===== src/hw/mcm_pkg.sv =====
// package for the media converter mode control block
package mcm_pkg;

    // multi-level pin decode (from analog comparators)
    typedef enum logic [1:0] {
        MCM_LVL_GND  = 2'h0,
        MCM_LVL_MID  = 2'h1,
        MCM_LVL_VCC  = 2'h3
    } mcm_lvl_e;

    // operating mode, gray along f10 -> f100 -> nt_hd -> nt -> transparent
    typedef enum logic [2:0] {
        MCM_MODE_F10   = 3'h0,
        MCM_MODE_F100  = 3'h1,
        MCM_MODE_NT_HD = 3'h3,
        MCM_MODE_NT    = 3'h2,
        MCM_MODE_TRANS = 3'h6
    } mcm_mode_e;

    // negotiation link state
    typedef enum logic [1:0] {
        MCM_AN_IDLE  = 2'h0,
        MCM_AN_GEN   = 2'h1,
        MCM_AN_RELAY = 2'h3
    } mcm_an_e;

    // ability ranks, lowest to highest
    localparam logic [2:0] MCM_RES_NONE = 3'h0;
    localparam logic [2:0] MCM_RES_10HD = 3'h1;
    localparam logic [2:0] MCM_RES_10FD = 3'h2;
    localparam logic [2:0] MCM_RES_100HD = 3'h3;
    localparam logic [2:0] MCM_RES_100FD = 3'h4;

    // ability vector bit positions
    localparam int MCM_AB_10HD  = 0;
    localparam int MCM_AB_10FD  = 1;
    localparam int MCM_AB_100HD = 2;
    localparam int MCM_AB_100FD = 3;

    // strap latch window
    localparam int CLK_MHZ        = 50;
    localparam int LATCH_MIN_US   = 3;
    localparam int LATCH_MAX_US   = 8;
    localparam int LATCH_MIN_CYC  = LATCH_MIN_US * CLK_MHZ;
    localparam int LATCH_MAX_CYC  = LATCH_MAX_US * CLK_MHZ;
    localparam int LATCH_CYC      = (LATCH_MIN_CYC + LATCH_MAX_CYC) / 2;
    localparam int CNT_W          = 9;
    localparam logic [CNT_W-1:0] LATCH_CNT = CNT_W'(LATCH_CYC);
    localparam logic [CNT_W-1:0] CNT_ZERO  = 9'h000;
    localparam logic [CNT_W-1:0] CNT_ONE   = 9'h001;

    // mode control bits, management shaped
    typedef struct packed {
        logic trans_n;      // transparent select, low active
        logic adv_hd_n;     // half duplex advert, low active
        logic an_dis;       // negotiation disable
        logic adv_fd_n;     // full duplex advert, low active
        logic single_speed; // one speed only
        logic sel_10;       // forced speed is 10
        logic warn_req;     // link integrity warning request
    } mcm_ctl_s;

    localparam mcm_ctl_s MCM_CTL_RST = 7'h00;

    // decoded straps
    typedef struct packed {
        mcm_lvl_e speed;
        mcm_lvl_e duplex;
        logic [1:0] copper_lvl;
        logic [1:0] fiber_lvl;
        logic [1:0] addr4_lvl;
        logic backup;
    } mcm_strap_s;

    localparam mcm_strap_s MCM_STRAP_RST = 11'h000;

    // line status from the analog and recovery front end
    typedef struct packed {
        logic tp_sig;       // signal on twisted pair input
        logic fo_sig;       // signal on fiber input
        logic tp_flp;       // flp bursts seen on copper
        logic fo_flp;       // flp-equivalent bursts seen on fiber
        logic fo_100;       // fiber technology detected is 100
        logic tp_100;       // copper technology detected is 100
    } mcm_line_s;

endpackage


===== src/hw/mcm_mode_ctrl.sv =====
// operating mode decode and negotiation steering for the media converter
`timescale 1ns/10ps
`default_nettype none

module mcm_mode_ctrl
(
    input  wire logic               clk_sys,
    input  wire logic               rstn,
    input  wire logic               pwr_up,
    input  wire logic [1:0]         speed_lvl,
    input  wire logic [1:0]         duplex_lvl,
    input  wire logic [1:0]         copper_port_level_strap,
    input  wire logic [1:0]         fiber_port_level_strap,
    input  wire logic [1:0]         addr_bit4_warning_strap,
    input  wire logic               backup_link_pin_i,
    input  wire logic               backup_link_drive,
    input  wire logic               mgmt_we,
    input  wire mcm_pkg::mcm_ctl_s  mgmt_ctl,
    input  wire mcm_pkg::mcm_line_s line_in,
    input  wire logic [3:0]         tp_partner_ab,
    output logic                    straps_latched,
    output mcm_pkg::mcm_mode_e      mode,
    output mcm_pkg::mcm_ctl_s       ctl_out,
    output mcm_pkg::mcm_strap_s     strap_out,
    output logic                    link_integrity_warning,
    output logic                    tp_out_en,
    output logic                    fo_out_en,
    output logic                    media_attachment_fo_100,
    output logic                    media_attachment_tp_100,
    output logic                    flp_gen,
    output logic                    flp_relay,
    output logic [3:0]              adv_ab,
    output logic [2:0]              resolved,
    output logic                    backup_link_pin_o,
    output logic                    backup_link_pin_oe
);
    import mcm_pkg::*;

    typedef struct packed {
        logic [2:0]   sync_pu;
        logic         latched;
        logic [CNT_W-1:0] cnt;
        mcm_strap_s   strap;
        mcm_ctl_s     ctl;
        mcm_mode_e    mode;
        mcm_an_e      an;
        logic         warn;
        logic         tp_en;
        logic         fo_en;
        logic         att_fo100;
        logic         att_tp100;
        logic         gen;
        logic         relay;
        logic [3:0]   adv;
        logic [2:0]   res;
        logic         bk_o;
        logic         bk_oe;
    } mcm_state_s;

    mcm_state_s st_reg;
    mcm_state_s st_next;

    // power-up pin through three flops, pulse the release once stage 2 and 3 agree high
    logic pu_rise;
    assign pu_rise = st_reg.sync_pu[1] & st_reg.sync_pu[2] & ~st_reg.latched & (st_reg.cnt == CNT_ZERO);

    // strap decode to discrete levels; 4-level pins keep raw codes
    function automatic mcm_lvl_e lvl3(input logic [1:0] v);
        mcm_lvl_e r;
        r = MCM_LVL_MID;
        if (v == 2'h0)
        begin
            r = MCM_LVL_GND;
        end
        else if (v == 2'h3)
        begin
            r = MCM_LVL_VCC;
        end
        return r;
    endfunction

    // strap levels mapped onto management-shaped control bits
    function automatic mcm_ctl_s strap_ctl(input mcm_lvl_e spd, input mcm_lvl_e dpx, input logic [1:0] a4);
        mcm_ctl_s c;
        c = MCM_CTL_RST;
        unique case (spd)
            MCM_LVL_GND:
            begin
                c.an_dis       = 1'b1;
                c.single_speed = 1'b1;
                c.sel_10       = 1'b1;
            end
            MCM_LVL_VCC:
            begin
                c.an_dis       = 1'b1;
                c.single_speed = 1'b1;
                c.sel_10       = 1'b0;
            end
            default:
            begin
                c.an_dis   = 1'b0;
                c.trans_n  = (dpx != MCM_LVL_MID);
                c.adv_fd_n = (dpx == MCM_LVL_GND);
            end
        endcase
        c.warn_req = (a4 != 2'h0);
        return c;
    endfunction

    // highest common ability in rank order
    function automatic logic [2:0] resolve(input logic [3:0] a);
        logic [2:0] r;
        r = MCM_RES_NONE;
        if (a[MCM_AB_100FD])
        begin
            r = MCM_RES_100FD;
        end
        else if (a[MCM_AB_100HD])
        begin
            r = MCM_RES_100HD;
        end
        else if (a[MCM_AB_10FD])
        begin
            r = MCM_RES_10FD;
        end
        else if (a[MCM_AB_10HD])
        begin
            r = MCM_RES_10HD;
        end
        return r;
    endfunction

    // next state
    always_comb
    begin
        mcm_lvl_e   spd_l;
        mcm_lvl_e   dpx_l;
        logic       nt_cond;
        logic       own_ok;
        spd_l   = MCM_LVL_MID;
        dpx_l   = MCM_LVL_MID;
        nt_cond = 1'b0;
        own_ok  = 1'b0;
        st_next = st_reg;
        st_next.sync_pu = {st_reg.sync_pu[1:0], pwr_up};

        // power-down clears the latch flag and the latch counter until release
        if (!st_reg.sync_pu[1] && !st_reg.sync_pu[2])
        begin
            st_next.latched = 1'b0;
            st_next.cnt     = CNT_ZERO;
        end
        else if (pu_rise)
        begin
            st_next.cnt = LATCH_CNT;
        end
        else if (st_reg.cnt == CNT_ONE)
        begin
            spd_l = lvl3(speed_lvl);
            dpx_l = lvl3(duplex_lvl);
            st_next.cnt               = CNT_ZERO;
            st_next.latched           = 1'b1;
            st_next.strap.speed       = spd_l;
            st_next.strap.duplex      = dpx_l;
            st_next.strap.copper_lvl  = copper_port_level_strap;
            st_next.strap.fiber_lvl   = fiber_port_level_strap;
            st_next.strap.addr4_lvl   = addr_bit4_warning_strap;
            st_next.strap.backup      = backup_link_pin_i;
            st_next.ctl = strap_ctl(spd_l, dpx_l, addr_bit4_warning_strap);
        end
        else if (st_reg.cnt != CNT_ZERO)
        begin
            st_next.cnt = st_reg.cnt - CNT_ONE;
        end

        // host writes after latching win over the straps
        if (st_reg.latched && mgmt_we)
        begin
            st_next.ctl = mgmt_ctl;
        end

        // mode from the resolved control bits
        if (st_reg.ctl.an_dis && st_reg.ctl.single_speed)
        begin
            st_next.mode = st_reg.ctl.sel_10 ? MCM_MODE_F10 : MCM_MODE_F100;
        end
        else if (!st_reg.ctl.trans_n)
        begin
            st_next.mode = MCM_MODE_TRANS;
        end
        else
        begin
            st_next.mode = st_reg.ctl.adv_fd_n ? MCM_MODE_NT_HD : MCM_MODE_NT;
        end

        // warning only in forced speed
        st_next.warn = st_reg.ctl.warn_req &
                       ((st_reg.mode == MCM_MODE_F10) | (st_reg.mode == MCM_MODE_F100));

        // four-condition gate; without fiber bursts we generate, with them we relay
        nt_cond = ((st_reg.mode == MCM_MODE_NT) | (st_reg.mode == MCM_MODE_NT_HD)) &
                  line_in.tp_flp & ~st_reg.ctl.single_speed;
        own_ok  = nt_cond & ~line_in.fo_flp;

        unique case (st_reg.an)
            MCM_AN_IDLE:
            begin
                if (own_ok)
                begin
                    st_next.an = MCM_AN_GEN;
                end
                else if (line_in.tp_flp && (nt_cond || st_reg.mode == MCM_MODE_TRANS))
                begin
                    st_next.an = MCM_AN_RELAY;
                end
            end
            MCM_AN_GEN:
            begin
                if (!line_in.tp_flp || !nt_cond)
                begin
                    st_next.an = MCM_AN_IDLE;
                end
                else if (line_in.fo_flp)
                begin
                    st_next.an = MCM_AN_RELAY;
                end
            end
            MCM_AN_RELAY:
            begin
                // fiber bursts gone in non-transparent: take over generation
                if (own_ok)
                begin
                    st_next.an = MCM_AN_GEN;
                end
                else if ((!line_in.tp_flp && !line_in.fo_flp) || !(nt_cond || st_reg.mode == MCM_MODE_TRANS))
                begin
                    st_next.an = MCM_AN_IDLE;
                end
            end
            default:
            begin
                st_next.an = MCM_AN_IDLE;
            end
        endcase

        // advertisement: speed seen on fiber, duplex from the control bits
        st_next.adv = 4'h0;
        if (st_reg.an == MCM_AN_GEN)
        begin
            st_next.adv[MCM_AB_100HD] = line_in.fo_100 & ~st_reg.ctl.adv_hd_n;
            st_next.adv[MCM_AB_10HD]  = ~line_in.fo_100 & ~st_reg.ctl.adv_hd_n;
            st_next.adv[MCM_AB_100FD] = line_in.fo_100 & ~st_reg.ctl.adv_fd_n &
                                        (st_reg.mode != MCM_MODE_NT_HD);
            st_next.adv[MCM_AB_10FD]  = ~line_in.fo_100 & ~st_reg.ctl.adv_fd_n &
                                        (st_reg.mode != MCM_MODE_NT_HD);
        end
        st_next.res = resolve(st_reg.adv & tp_partner_ab);

        // output gating and attachment selection
        unique case (st_reg.mode)
            MCM_MODE_NT, MCM_MODE_NT_HD:
            begin
                st_next.tp_en = line_in.tp_sig & line_in.fo_sig;
                st_next.fo_en = 1'b1;
                st_next.att_fo100 = line_in.tp_100;
                st_next.att_tp100 = line_in.fo_100;
            end
            MCM_MODE_TRANS:
            begin
                st_next.tp_en = 1'b1;
                st_next.fo_en = 1'b1;
                st_next.att_fo100 = line_in.tp_100;
                st_next.att_tp100 = line_in.fo_100;
            end
            default:
            begin
                st_next.tp_en = 1'b1;
                st_next.fo_en = 1'b1;
                st_next.att_fo100 = (st_reg.mode == MCM_MODE_F100);
                st_next.att_tp100 = (st_reg.mode == MCM_MODE_F100);
            end
        endcase
        if (!st_reg.latched)
        begin
            st_next.tp_en = 1'b0;
            st_next.fo_en = 1'b0;
        end

        // backup pin becomes an output once the strap is taken
        st_next.bk_oe = st_reg.latched;
        st_next.bk_o  = st_reg.latched & backup_link_drive;

        // burst flags kept as flops so the outputs need no decode after the register
        st_next.gen   = (st_next.an == MCM_AN_GEN);
        st_next.relay = (st_next.an == MCM_AN_RELAY);
    end

    // single state register; reset takes constants only
    always_ff @(posedge clk_sys or negedge rstn)
    begin
        if (!rstn)
        begin
            st_reg <= '{sync_pu: 3'h0, latched: 1'b0, cnt: CNT_ZERO, strap: MCM_STRAP_RST,
                        ctl: MCM_CTL_RST, mode: MCM_MODE_TRANS, an: MCM_AN_IDLE, warn: 1'b0,
                        tp_en: 1'b0, fo_en: 1'b0, att_fo100: 1'b0, att_tp100: 1'b0,
                        gen: 1'b0, relay: 1'b0,
                        adv: 4'h0, res: MCM_RES_NONE, bk_o: 1'b0, bk_oe: 1'b0};
        end
        else
        begin
            st_reg <= st_next;
        end
    end

    // outputs straight from the state register
    assign straps_latched          = st_reg.latched;
    assign mode                    = st_reg.mode;
    assign ctl_out                 = st_reg.ctl;
    assign strap_out               = st_reg.strap;
    assign link_integrity_warning  = st_reg.warn;
    assign tp_out_en               = st_reg.tp_en;
    assign fo_out_en               = st_reg.fo_en;
    assign media_attachment_fo_100 = st_reg.att_fo100;
    assign media_attachment_tp_100 = st_reg.att_tp100;
    assign flp_gen                 = st_reg.gen;
    assign flp_relay               = st_reg.relay;
    assign adv_ab                  = st_reg.adv;
    assign resolved                = st_reg.res;
    assign backup_link_pin_o       = st_reg.bk_o;
    assign backup_link_pin_oe      = st_reg.bk_oe;

endmodule

`default_nettype wire


===== config.mk =====
export PLATFORM = sky130hd
export DESIGN_NAME = mcm_mode_ctrl
export DESIGN_NICKNAME = d
export VERILOG_FILES = /design/src/hw/mcm_pkg.sv /design/src/hw/mcm_mode_ctrl.sv
export SDC_FILE = /design/constraint.sdc
export NUM_CORES = 1
export LEC_CHECK = 0
export BUFFER_PORTS_ARGS = -buffer_cell sky130_fd_sc_hd__buf_4
export CAP_MARGIN = 0
export CORE_UTILIZATION = 25
export CTS_CLUSTER_SIZE = 30
export DETAILED_ROUTE_END_ITERATION = 10
export PLACE_DENSITY = 0.52
export SLEW_MARGIN = 10
export SYNTH_ARGS = -nofsm -noshare
export SYNTH_HDL_FRONTEND = slang
export SYNTH_SLANG_ARGS = --single-unit

===== constraint.sdc =====
create_clock -name clk_sys -period 1.9 [get_ports clk_sys]
set_clock_uncertainty 0.1 [all_clocks]
set_input_delay 0.285 -clock clk_sys [delete_from_list [all_inputs] [get_ports clk_sys]]
set_output_delay 0.285 -clock clk_sys [all_outputs]
set_load 0.005 [all_outputs]

Word-level counts from Yosys, hierarchy flattened. Index checks and enable logic that the tools add are counted.

Register bits after elaboration: 52. Word-level logic and storage cells: 146. RAM bits: 0. Memory bits (read-only): 0. Output and inout bits: 38. Input bits: 33. Bits in latches: 0. Memories kept: 0.

$mul: 0. Eq/ne operators: 17. Div/mod/pow operators: 0. Bitwise logic cells: 26. Multiplexer cells: 42. Order comparisons: 0. $add $sub $neg: 1. Reductions and logical operators: 31. Shifts and indexed selects: 0.

Operators with widths (count): $mux W2 (19); $mux W7 (4); $mux W9 (3); $and A1 B1 Y1 (15); $eq A2 B2 Y1 const B (5); $logic_not A2 Y1 (5); $mux W10 (1); $eq A9 B1 Y1 const B (1); $logic_not A9 Y1 (1); $mux W3 (3); $reduce_bool A9 Y1 (1); $sub A9 B1 Y9 const B (1); $mux W1 (8); $ne A2 B1 Y1 const B (4); $not A1 Y1 (8); $pmux W4 S2 (1); $eq A3 B2 Y1 const B (2); $logic_not A1 Y1 (6); $pmux W2 S3 (1); $reduce_and A3 Y1 (2); $reduce_bool A2 Y1 (3); $logic_and A1 B1 Y1 (5); $and A4 B4 Y4 (1); $eq A2 B1 Y1 const B (2); 11 further kinds (15).

Depth between registers and ports, before layout.
Word-level depth: 13. Gate-level depth with buffers: 7. Depth with buffers taken out: 6.

Worst setup path after synthesis. No wires, ideal clock.

Path type: register -> register. Start: reg st_reg[40] (netlist name). End: reg st_reg (netlist bit strap_out[3]). Required time: 1.672 ns. Path slack: -0.048 ns. Clock period less this slack: 1.948 ns. Library setup time: 0.128 ns. Stages on the path, launching flop included: 7. Path buffers: 1. Arrival time: 1.720 ns. Path through: dfrtp_1 > inv_1 > ha_1 > nor4b_1 > nand4_1 > buf_2 > mux2_1.

Cells in the longest elaborated chain, start to end: 4. Elaborated cells between the ends (all ways): 5.

Ends and longest elaborated chain: start: declaration (line mcm_mode_ctrl.sv:60) `mcm_state_s st_reg;`; start signal: assignment (line mcm_mode_ctrl.sv:303) `st_reg <= '{sync_pu: 3'h0, latched: 1'b0, cnt: CNT_ZERO, strap: MCM_STRAP_RST,`; start signal: assignment (line mcm_mode_ctrl.sv:311) `st_reg <= st_next;`; $logic_not A9 Y1 (line mcm_mode_ctrl.sv:65) `assign pu_rise = st_reg.sync_pu[1] & st_reg.sync_pu[2] & ~st_reg.latched & (st_reg.cnt == CNT_ZERO);`; $and A1 B1 Y1 (line mcm_mode_ctrl.sv:65); $not A1 Y1 (no source line); $reduce_and A3 Y1 (no source line) *.

Every way passes the cells marked *; elsewhere a longest branch is shown, timed or not. A chain may end at the register's enable or synchronous reset.

Worst setup path in the final report.
Start: reg st_reg[43] (netlist name). End: reg st_reg[40] (netlist name).

Cells in the longest elaborated chain, start to end: 4. Elaborated cells between the ends (all ways): 8.

Ends and longest elaborated chain: $eq A9 B1 Y1 / $logic_not A9 Y1 (equally long branches) (line mcm_mode_ctrl.sv:157, mcm_mode_ctrl.sv:65); $mux W9 / $and A1 B1 Y1 (equally long branches) (line mcm_mode_ctrl.sv:157, mcm_mode_ctrl.sv:65); $mux W9 (line mcm_mode_ctrl.sv:153) `else if (pu_rise)`; $mux W10 (line mcm_mode_ctrl.sv:148) `if (!st_reg.sync_pu[1] && !st_reg.sync_pu[2])`.

Parallel ways exist; a longest one is shown, timed or not.

==> impl_metrics.yaml <==
status:
  status: "completed"
pwr:
  net-switching-power_w: 0.00171
  combPwrFrac: 0.474
  p_clk_frac: 0.139
  power.leakage_nw: 1.66
  seqPwrFrac: 0.387
  peakVddDrop_mv: 0.464
  intPower_w: 0.00319
  p_per_area_nw_per_um2: 1440
  p_sw_frac: 0.349
logic_synthesis:
  yosysMostFrequentCell: "dfrtp_1"
  ys.flop_type: "dfrtp_1"
  synth_seq_cells: 51
  syn_nets: 271
  ys_seq_area_frac: 0.514
  postSynthCellCount: 230
  synth.distinct_cells: 44
  syn_avg_cell_area_um2: 10.8
  synth_top_area_frac: 0.492
  synth-edff-count: 0
  synthArstFlopShare: 1.00
  synth.cell_area_um2: 2490
  synth_top_area_cell: "dfrtp_1"
  synthTopCellsByCount: "49 x dfrtp_1, 29 x buf_4, 24 x nand2_1"
  synth_area_leaders: "dfrtp_1 49%, buf_4 8.7%, ha_1 4.0%"
  synth_warnings: 0
sta:
  tns_ps: 0
  period_needed_ps: 1900
  worst_slew_pin_slew_ps: 675
  slew_headroom: 0.550
  min_period_over_period: 0.998
  timing.final.ws_setup_ps: 3.08
  finalHoldViolCount: 0
  fmax_mhz: 527
  setup_viol: 0
  rsz0062_at_grt: "yes"
  holdWs_ps: 47.5
  maxSlewViolCount: 0
final_layout:
  multiInputGateArea_um2: 1050
  largest_register_ffs: 12
  nets: 345
  final_core_util: 0.349
  drive_gt1_frac: 0.443
  regArea_um2: 1280
  antennaDiodeCount: 0
  fillCellCount: 1043
  stdcell_count: 438
  syn_to_final_growth_pct: 36.5
clocking:
  clkTransAtPathRegs_ps: 100
  cts_buffers: 5
  clockBufferDepth: 2
  clock-sinks: 51
  clock_latency_ps: 310
  cts_tree: "done"
  htree_levels: 2
  cts_root_buffer: "clkbuf_8"
worst_setup_path:
  cp-startpoint: "st_reg[43]"
  crit_type: "register to register"
  end_kind: "register"
  crit_fanout: 4
  worst_setup_path_start_kind: "register"
  r2r-start: "st_reg[43]"
  required_ps: 2050
  arrival_ps: 2050
placed_design:
  gp_congestion: 0.829
  place_hpwl_um: 4260
  post-place-ws_ps: -31.6
  place_inst: 423
  port_buffers: 70
min_path:
  min_from: "line_in[1]"
  hold_path_class: "input pin to register"
routing:
  drtPass1Iterations: 4
  wirelength_um: 5940
  drt_iter0_drc: 79
  ant_nets: 0
  num_vias: 1870
  wl_per_cell_um: 13.6
  drc: 0
  vias_per_cell: 4.27
floorplan:
  start_util: 0.256
  placement_rows: 36
  ios: 71
  coreArea_um2: 9730
  die_h_um: 102
  die_width_um: 102
  die_area_um2: 10400
grt:
  overflow: 0
  grt.total_usage: 0.120
  grt_max_degree: 52
  grt_pass1_wl_um: 9530
  antenna_found_initial: 0
  grt_pass1_vias: 1880
flow_run:
  cap_viol_max_count: 0
-- final timing paths --
check / to / slack, ps / depth (start not counted)
setup / recovery: st_reg[40] / 3 / 4
hold / removal: adv_ab[0] / 50 / 2
setup reg to reg: st_reg[40] / 3 / 4
hold reg to reg: st_next[51] / 270 / 0
max in group asynchronous: adv_ab[1] / 800 / 2
min in group asynchronous: st_reg[47] / 450 / 2
-- placed cells by master (no fill, tap or decap), types with 6 or more instances in the layout --
master     n
a21oi_1   11
and2_1     6
buf_4     91
buf_6      6
clkbuf_8   6
dfrtp_1   49
ha_1       6
inv_1      9
mux2_4     9
mux2i_1    7
nand2_1   24
nor2_1     6
o21ai_0    6
-- power groups by stage --
stage | combinational [W] | clock (W) | sequential (W)
after floorplan | 0.00137 | 0 | 0.00179
after detailed placement | 0.00206 | 0 | 0.00188
after CTS | 0.00209 | 0.000715 | 0.00186
after global routing | 0.00258 | 0.000760 | 0.00196
after global placement | 0.00205 | 0 | 0.00189
final | 0.00232 | 0.000679 | 0.00189
-- critical path, cell delays in order, from the launching register on --
cell and delay (ps):
dfrtp_1 410, or4_4 590, or3_4 380, a221oi_2 220, a31o_1 130
-- logic make-up after synthesis --
| logic type | synth area share |
|---|---|
| AND/OR/NAND/NOR | 0.169 |
| AO/OA/AOI/OAI | 0.0985 |
| buffers and inverters | 0.110 |
| adder cells (fa/ha/maj) | 0.0402 |
| flip-flops | 0.514 |
| multiplexers | 0.0688 |
-- metal layers --
layer | up-vias | GRT usage | wire length, um
li1 | 915 | - | -
met1 | 905 | 0.167 | 2830
met2 | 45 | 0.185 | 2770
met3 | 5 | 0.0262 | 245
met4 | 0 | 0.0401 | 88
met5 | - | 0 | 0
-- layout make-up --
| type | instances | area share |
|---|---|---|
| Clock buffer | 7 | 0.0254 |
| Clock inverter | 1 | 0.00258 |
| Inverter | 11 | 0.0121 |
| Multi-Input combinational cell | 136 | 0.308 |
| Sequential cell | 51 | 0.376 |
| Tap cell | 133 | 0.0490 |
| Timing Repair Buffer | 99 | 0.227 |
-- metrics by stage --
stage / instance area (um^2) / total power (W)
2_1_floorplan: 2500 / 0.00316
3_3_place_gp: 3120 / 0.00395
3_5_place_dp: 3120 / 0.00394
4_1_cts: 3250 / 0.00467
5_1_grt: 3400 / 0.00530
6_report: 3400 / 0.00489
-- timing repair --
item | in CTS | in global routing
hold endpoints to repair | 50 | 0
gates resized for setup | 2 | 28
hold buffers | 2 | 0
pin swaps | 4 | 4
setup endpoints to repair | 13 | 26
setup buffers | 1 | 4
Note: power is estimated with default switching activity, not from simulation.
